File: src/design/crrg_params.svh
// constants of the clock, ready and reset front end
`ifndef CRRG_PARAMS_SVH
`define CRRG_PARAMS_SVH

`define CRRG_FIRST_FETCH_ADDR 20'hffff0
`define CRRG_RST_STATUS_WORD 16'hf002
`define CRRG_RST_CODE_SEG 16'hffff
`define CRRG_RST_ZERO_WORD 16'h0000
`define CRRG_RST_RELOCATION 16'h20ff
`define CRRG_RST_UPPER_MEM_SEL 16'hfffb
`define CRRG_RST_MIN_PCLK 3'h5
`define CRRG_INIT_INTERVAL_PCLK 3'h6
`define CRRG_CNT_ZERO 3'h0
`define CRRG_CNT_ONE 3'h1
`define CRRG_WAIT_MAX 4'hf
`define CRRG_WAIT_ZERO 4'h0

`endif

File: src/design/crrg_pkg.sv
// types of the clock, ready and reset front end
`default_nettype none
package crrg_pkg;

  typedef enum logic [2:0] {
    idle_state = 3'h0,
    first_bus_state = 3'h1,
    second_bus_state = 3'h3,
    third_bus_state = 3'h2,
    last_bus_state = 3'h6,
    wait_state = 3'h7
  } crrg_bus_state_t;

  typedef struct packed {
    logic [15:0] status_word;
    logic [15:0] instr_ptr;
    logic [15:0] code_seg;
    logic [15:0] data_seg;
    logic [15:0] extra_seg;
    logic [15:0] stack_seg;
    logic [15:0] relocation;
    logic [15:0] upper_memory_select_ctl;
  } crrg_init_regs_t;

  typedef struct packed {
    logic async_sample;
    logic ready_held;
  } crrg_ready_state_t;

  typedef struct packed {
    logic pclk;
    logic rst_s1;
    logic rst_s2;
    logic reset_out;
    logic [2:0] rst_cnt;
    logic [2:0] init_cnt;
    logic core_run;
    logic first_fetch;
    crrg_bus_state_t bus_state;
    logic [19:0] bus_addr;
    logic cycle_done;
    logic [3:0] wait_count;
    crrg_init_regs_t init_regs;
  } crrg_top_state_t;

endpackage
`default_nettype wire

File: src/design/crrg_top.sv
// clock divider, ready sequencing and reset front end
`timescale 1ns/1ps
`default_nettype none
`include "crrg_params.svh"
module crrg_top (
  // oscillator clock and power-on reset
  input wire logic clock,
  input wire logic reset_n,
  // external reset and ready pins
  input wire logic initialise_in_low,
  input wire logic async_ready_in,
  input wire logic sync_ready_in,
  // core bus request
  input wire logic bus_request,
  input wire logic [19:0] core_addr,
  // processor clock and reset out
  output logic processor_clock_out,
  output logic reset_out,
  // core status
  output logic core_run,
  output crrg_pkg::crrg_init_regs_t init_regs,
  // bus sequence
  output crrg_pkg::crrg_bus_state_t bus_state,
  output logic [19:0] bus_addr,
  output logic bus_cycle_done,
  output logic [3:0] wait_count
);
  crrg_pkg::crrg_top_state_t st_r;
  crrg_pkg::crrg_top_state_t st_nxt;
  logic mid_en;
  logic end_en;
  logic sample_state;
  logic cycle_start;
  logic ready_ok;

  function automatic logic [2:0] sat_inc(input logic [2:0] v, input logic [2:0] lim);
    sat_inc = (v >= lim) ? lim : 3'(v + `CRRG_CNT_ONE);
  endfunction

  function automatic logic in_sample_state(input crrg_pkg::crrg_bus_state_t s);
    in_sample_state = (s == crrg_pkg::second_bus_state) ||
                      (s == crrg_pkg::third_bus_state) ||
                      (s == crrg_pkg::wait_state);
  endfunction

  function automatic crrg_pkg::crrg_init_regs_t reset_regs();
    reset_regs.status_word = `CRRG_RST_STATUS_WORD;
    reset_regs.instr_ptr = `CRRG_RST_ZERO_WORD;
    reset_regs.code_seg = `CRRG_RST_CODE_SEG;
    reset_regs.data_seg = `CRRG_RST_ZERO_WORD;
    reset_regs.extra_seg = `CRRG_RST_ZERO_WORD;
    reset_regs.stack_seg = `CRRG_RST_ZERO_WORD;
    reset_regs.relocation = `CRRG_RST_RELOCATION;
    reset_regs.upper_memory_select_ctl = `CRRG_RST_UPPER_MEM_SEL;
  endfunction

  // pclk high: next edge is mid-state; pclk low: next edge ends the state
  assign mid_en = st_r.pclk;
  assign end_en = ~st_r.pclk;
  assign sample_state = in_sample_state(st_r.bus_state);
  assign cycle_start = (st_r.bus_state == crrg_pkg::first_bus_state);

  crrg_ready_sync crrg_ready_sync_i (
    .clock(clock),
    .reset_n(reset_n),
    .mid_en(mid_en),
    .end_en(end_en),
    .sample_state(sample_state),
    .cycle_start(cycle_start),
    .async_ready_in(async_ready_in),
    .sync_ready_in(sync_ready_in),
    .ready_ok(ready_ok)
  );

  always_comb begin
    st_nxt = st_r;
    st_nxt.cycle_done = 1'b0;

    // divide by two: one toggle per oscillator rising edge
    st_nxt.pclk = ~st_r.pclk;

    // reset synchroniser and stretch, stepped on rising pclk
    if (end_en) begin
      st_nxt.rst_s1 = initialise_in_low;
      st_nxt.rst_s2 = st_r.rst_s1;
      if (!st_r.rst_s2) begin
        st_nxt.reset_out = 1'b1;
        if (st_r.reset_out) begin
          st_nxt.rst_cnt = sat_inc(st_r.rst_cnt, `CRRG_RST_MIN_PCLK);
        end else begin
          st_nxt.rst_cnt = `CRRG_CNT_ONE;
        end
      end else if (st_r.reset_out) begin
        // released early: hold until the minimum width is reached
        if (st_r.rst_cnt >= `CRRG_RST_MIN_PCLK) begin
          st_nxt.reset_out = 1'b0;
        end else begin
          st_nxt.rst_cnt = sat_inc(st_r.rst_cnt, `CRRG_RST_MIN_PCLK);
        end
      end
    end

    if (st_r.reset_out) begin
      // abort everything and load the initial register image
      st_nxt.init_regs = reset_regs();
      st_nxt.bus_state = crrg_pkg::idle_state;
      st_nxt.core_run = 1'b0;
      st_nxt.init_cnt = `CRRG_CNT_ZERO;
      st_nxt.first_fetch = 1'b1;
      st_nxt.wait_count = `CRRG_WAIT_ZERO;
    end else if (end_en) begin
      // internal interval before the core may run
      if (!st_r.core_run) begin
        if (st_r.init_cnt >= `CRRG_INIT_INTERVAL_PCLK) begin
          st_nxt.core_run = 1'b1;
        end else begin
          st_nxt.init_cnt = sat_inc(st_r.init_cnt, `CRRG_INIT_INTERVAL_PCLK);
        end
      end

      unique case (st_r.bus_state)
        crrg_pkg::idle_state: begin
          if (st_r.core_run && bus_request) begin
            st_nxt.bus_state = crrg_pkg::first_bus_state;
            st_nxt.wait_count = `CRRG_WAIT_ZERO;
            st_nxt.first_fetch = 1'b0;
            if (st_r.first_fetch) begin
              st_nxt.bus_addr = `CRRG_FIRST_FETCH_ADDR;
            end else begin
              st_nxt.bus_addr = core_addr;
            end
          end
        end
        crrg_pkg::first_bus_state: begin
          st_nxt.bus_state = crrg_pkg::second_bus_state;
        end
        crrg_pkg::second_bus_state: begin
          st_nxt.bus_state = crrg_pkg::third_bus_state;
        end
        crrg_pkg::third_bus_state: begin
          if (ready_ok) begin
            st_nxt.bus_state = crrg_pkg::last_bus_state;
          end else begin
            st_nxt.bus_state = crrg_pkg::wait_state;
            st_nxt.wait_count = `CRRG_WAIT_ZERO + 4'h1;
          end
        end
        crrg_pkg::wait_state: begin
          if (ready_ok) begin
            st_nxt.bus_state = crrg_pkg::last_bus_state;
          end else if (st_r.wait_count != `CRRG_WAIT_MAX) begin
            st_nxt.wait_count = 4'(st_r.wait_count + 4'h1);
          end
        end
        crrg_pkg::last_bus_state: begin
          st_nxt.bus_state = crrg_pkg::idle_state;
          st_nxt.cycle_done = 1'b1;
        end
        default: begin
          st_nxt.bus_state = crrg_pkg::idle_state;
        end
      endcase
    end
  end

  always_ff @(posedge clock or negedge reset_n) begin
    if (!reset_n) begin
      st_r.pclk <= 1'b0;
      st_r.rst_s1 <= 1'b0;
      st_r.rst_s2 <= 1'b0;
      st_r.reset_out <= 1'b1;
      st_r.rst_cnt <= `CRRG_CNT_ZERO;
      st_r.init_cnt <= `CRRG_CNT_ZERO;
      st_r.core_run <= 1'b0;
      st_r.first_fetch <= 1'b1;
      st_r.bus_state <= crrg_pkg::idle_state;
      st_r.bus_addr <= `CRRG_FIRST_FETCH_ADDR;
      st_r.cycle_done <= 1'b0;
      st_r.wait_count <= `CRRG_WAIT_ZERO;
      st_r.init_regs.status_word <= `CRRG_RST_STATUS_WORD;
      st_r.init_regs.instr_ptr <= `CRRG_RST_ZERO_WORD;
      st_r.init_regs.code_seg <= `CRRG_RST_CODE_SEG;
      st_r.init_regs.data_seg <= `CRRG_RST_ZERO_WORD;
      st_r.init_regs.extra_seg <= `CRRG_RST_ZERO_WORD;
      st_r.init_regs.stack_seg <= `CRRG_RST_ZERO_WORD;
      st_r.init_regs.relocation <= `CRRG_RST_RELOCATION;
      st_r.init_regs.upper_memory_select_ctl <= `CRRG_RST_UPPER_MEM_SEL;
    end else begin
      st_r <= st_nxt;
    end
  end

  // every output is a field of the state register
  assign processor_clock_out = st_r.pclk;
  assign reset_out = st_r.reset_out;
  assign core_run = st_r.core_run;
  assign init_regs = st_r.init_regs;
  assign bus_state = st_r.bus_state;
  assign bus_addr = st_r.bus_addr;
  assign bus_cycle_done = st_r.cycle_done;
  assign wait_count = st_r.wait_count;
endmodule
`default_nettype wire

File: src/design/crrg_ready_sync.sv
// ready sampling for the bus state sequence
`timescale 1ns/1ps
`default_nettype none
module crrg_ready_sync (
  // clock and reset
  input wire logic clock,
  input wire logic reset_n,
  // phase enables and bus state qualifiers
  input wire logic mid_en,
  input wire logic end_en,
  input wire logic sample_state,
  input wire logic cycle_start,
  // ready pins
  input wire logic async_ready_in,
  input wire logic sync_ready_in,
  // ready seen at the end of the current state
  output logic ready_ok
);
  crrg_pkg::crrg_ready_state_t st_r;
  crrg_pkg::crrg_ready_state_t st_nxt;
  logic seen_now;

  always_comb begin
    st_nxt = st_r;
    // async sample at the middle of the state, resolved by its end
    seen_now = end_en & sample_state & (st_r.async_sample | sync_ready_in);
    if (mid_en && sample_state) begin
      st_nxt.async_sample = async_ready_in;
    end
    if (cycle_start) begin
      st_nxt.ready_held = 1'b0;
      st_nxt.async_sample = 1'b0;
    end else if (seen_now) begin
      st_nxt.ready_held = 1'b1;
    end
    ready_ok = st_r.ready_held | seen_now;
  end

  always_ff @(posedge clock or negedge reset_n) begin
    if (!reset_n) begin
      st_r <= '0;
    end else begin
      st_r <= st_nxt;
    end
  end
endmodule
`default_nettype wire

File: config.mk
export PLATFORM = sky130hd
export DESIGN_NAME = crrg_top
export DESIGN_NICKNAME = d
export VERILOG_FILES = /design/src/design/crrg_pkg.sv /design/src/design/crrg_top.sv /design/src/design/crrg_ready_sync.sv
export VERILOG_INCLUDE_DIRS = /design/src /design/src/design
export SDC_FILE = /design/constraint.sdc
export NUM_CORES = 1
export LEC_CHECK = 0
export ABC_AREA = 1
export BUFFER_PORTS_ARGS = -buffer_cell sky130_fd_sc_hd__clkbuf_2
export CAP_MARGIN = 20
export CORE_ASPECT_RATIO = 0.5
export CORE_UTILIZATION = 40
export DETAILED_ROUTE_END_ITERATION = 10
export MAX_ROUTING_LAYER = met4
export PLACE_DENSITY = 0.74
export RECOVER_POWER = 25
export SLEW_MARGIN = 20
export SYNTH_ARGS = -nofsm -noshare
export SYNTH_HDL_FRONTEND = slang
export SYNTH_SLANG_ARGS = --single-unit
export TNS_END_PERCENT = 100
File: constraint.sdc
create_clock -name clock -period 2 [get_ports clock]
set_input_delay 0 -clock clock [delete_from_list [all_inputs] [get_ports clock]]
set_output_delay 0 -clock clock [all_outputs]
set_load 0.01 [all_outputs]
==> results.toml <==
[detailed_routing]
ant_nets = 0
drt-met1-wl_um = 2250
drt_iter0_drc = 103
route.met2.wl_um = 2760
avgRoutedWirePerCell_um = 9.53
routed_wl_um = 5500
wl_met3_um = 434
drt-pass1-iter-count = 4
topRoutingLayerUsed = "met4"
vias_per_cell = 3.98
vias = 2297
drcViolationCount = 0

[logic_synthesis]
syn_area_sq_um = 3280
async_flop_share_pct = 100
yosysWarnings = 0
synth_seq_cells = 42
synth_cell_types = 27
synth_cells = 417
syn_avg_cell_area_sq_um = 7.87
synth_edf_count = 0
synth_ff_type = "dfrtp_1"
ys_seq_area_share_pct = 32.7

[floorplanning]
io_pins = 185
die_w_um = 130
fp-row-count = 22
core_sq_um = 7620
start_util_pct = 43.0
dieArea_sq_um = 8590
die_h_um = 66.0

[critical_path]
regToRegSetupSlack_ps = 340
cpMaxStageDelayCell = "dfrtp_1"
worstPathArrival_ps = 1870
path_common_cell = "nor2_1"
required_ps = 2210
crit_fanout = 13
max_stage_delay_ps = 510
critPathKind = "reg -> reg"
critPathTopFamily = "simple AND/OR/NAND/NOR gates"
cp_cell_sequence = "nor2_1, inv_1, nor2_4, buf_4, nor2_1, a21oi_2"
critPathLaunchType = "register"
end_kind = "register"
crit_buf_inv = 2

[global_route]
track_usage_pct = 12.7
antenna_found_initial = 0
grt_pass1_wl_um = 8180
grt_max_degree = 21
grt_overflow = 0
first_global_vias = 1825

[cells_and_area]
stdcell_count = 577
antenna_cells = 0
areaGrowthSynthToFinish_pct = 1.75
utilization_pct = 43.8
fin_nets = 499
fillers = 745
most-common-layout-cells = "conb_1, nand2_1, clkbuf_2"
mostFrequentLayoutCell = "conb_1"
drive_above_1_share_pct = 20.5

[sta]
slew_viol_final = 0
setup_viol = 0
relSlewSlack_pct = 28.7
fmax_ghz = 0.601
period_share_pct = 83.1
worst_pin_slew_ps = 1070
rsz0062_at_grt = "no"
fin_tns_setup_ps = 0
final_hold_viol_count = 0
fin_ws_ps = 337
clock_skew_ps = 3.66
post-route-min-period_ps = 1660

[clock_tree]
cts_tree = "done"
cts_root_buf = "clkbuf_16"
cts_resized = 0
numCtsBuffers = 5
cts.clk_slew.worst_paths_ps = 60
htree_levels = 2
cts_setup_buffers = 0
clock_latency_ps = 280
clk_path_buf_depth = 2
cts.sinks = 42

[power_and_ir_drop]
power_density_nw_per_um2 = 675
power.leakage_nw = 1.82
p_total_mw = 2.25
vdd_ir_drop_max_uv = 312

[placed_design]
port_buffers = 56
place_ws_ps = 324
hpwl_um = 3970
dpl.cell_count = 546
place_congestion = 0.871

[flow_run]
drv_cap = 0

[status]
status = "complete, no violations"

[worst_hold_path]
hp-class = "in -> async"
==> routing by layer <==
metal  up-vias  GRT usage [%]
met2       126           22.9
met1      1049           14.6
li1       1117              -
met4         0           3.49
met3         5           2.27
met5         -              -
==> synth_stat cells, drive strengths merged, types with 5 or more instances <==
cell type	count	area share, %
buf	163	37
a21oi	25	4.0
nor2	55	6.8
dfstp	18	14
nand2	60	7.2
nand3	21	3.4
o21ai	12	1.8
inv	21	2.4
dfrtp	24	18
ha	5	1.9
==> path summary, 6_finish.rpt <==
path / start / cells past startpoint / endpoint
worst max register to register: processor_clock_out$_DFF_PN0_ / 6 / bus_addr[4]$_DFFE_PN1P_
worst min register to register: bus_addr[0]$_DFFE_PN0P_ / 2 / bus_addr[0]$_DFFE_PN0P_
worst min-delay path: reset_n / 2 / bus_addr[1]$_DFFE_PN0P_
min in group clock: sync_ready_in / 7 / crrg_ready_sync_i.st_r[0]$_DFFE_PN0P_
worst max-delay path: processor_clock_out$_DFF_PN0_ / 6 / bus_addr[4]$_DFFE_PN1P_
max in group asynchronous: reset_n / 3 / st_r[165]$_DFFE_PN0N_
==> logic make-up (layout without fill, tap and decap cells) <==
logic type	after synthesis	in the layout	synth area share, %
buffers and inverters	186	112	39.9
other	2	128	0.229
and+or+nand+nor	138	138	17.7
AOI/OAI and AO/OA	41	41	6.71
adders and majority gates	5	5	1.91
DFF	42	42	32.7
xor gates and xnor gates	3	3	0.801
==> power breakdown <==
part           internal (mW)  switching (mW)
registers              0.905          0.0640
logic                  0.162           0.317
clock network          0.495           0.310
==> layout make-up <==
type                            count  area [sq um]  area share, %
Sequential cell                    42          1070           32.2
Multi-Input combinational cell    315          1370           41.1
Tap cell                          108           135           4.05
Timing Repair Buffer               83           532           15.9
Clock inverter                      1          5.00          0.150
Inverter                           21          78.8           2.36
Clock buffer                        7           143           4.27
==> timing repair <==
item	in CTS	in global routing
hold endpoints to repair	49	0
hold buffers	23	0
setup endpoints to repair	0	0
==> stage by stage <==
stage | hold slack (ps) | area (sq um)
2_1_floorplan | -296 | 3750
5_1_grt | 240 | 3340
3_5_place_dp | -133 | 2970
3_3_place_gp | -134 | 2970
4_1_cts | 106 | 3350
6_report | 191 | 3340
==> state kept, by name, indices dropped and copies added (netlist names) <==
signal                  flops
bus_state                   3
bus_cycle_done              1
core_run                    1
bus_addr                   20
crrg_ready_sync_i.st_r      2
wait_count                  4
reset_out                   1
st_r                        9
processor_clock_out         1
(Power assumes the default switching activity.)
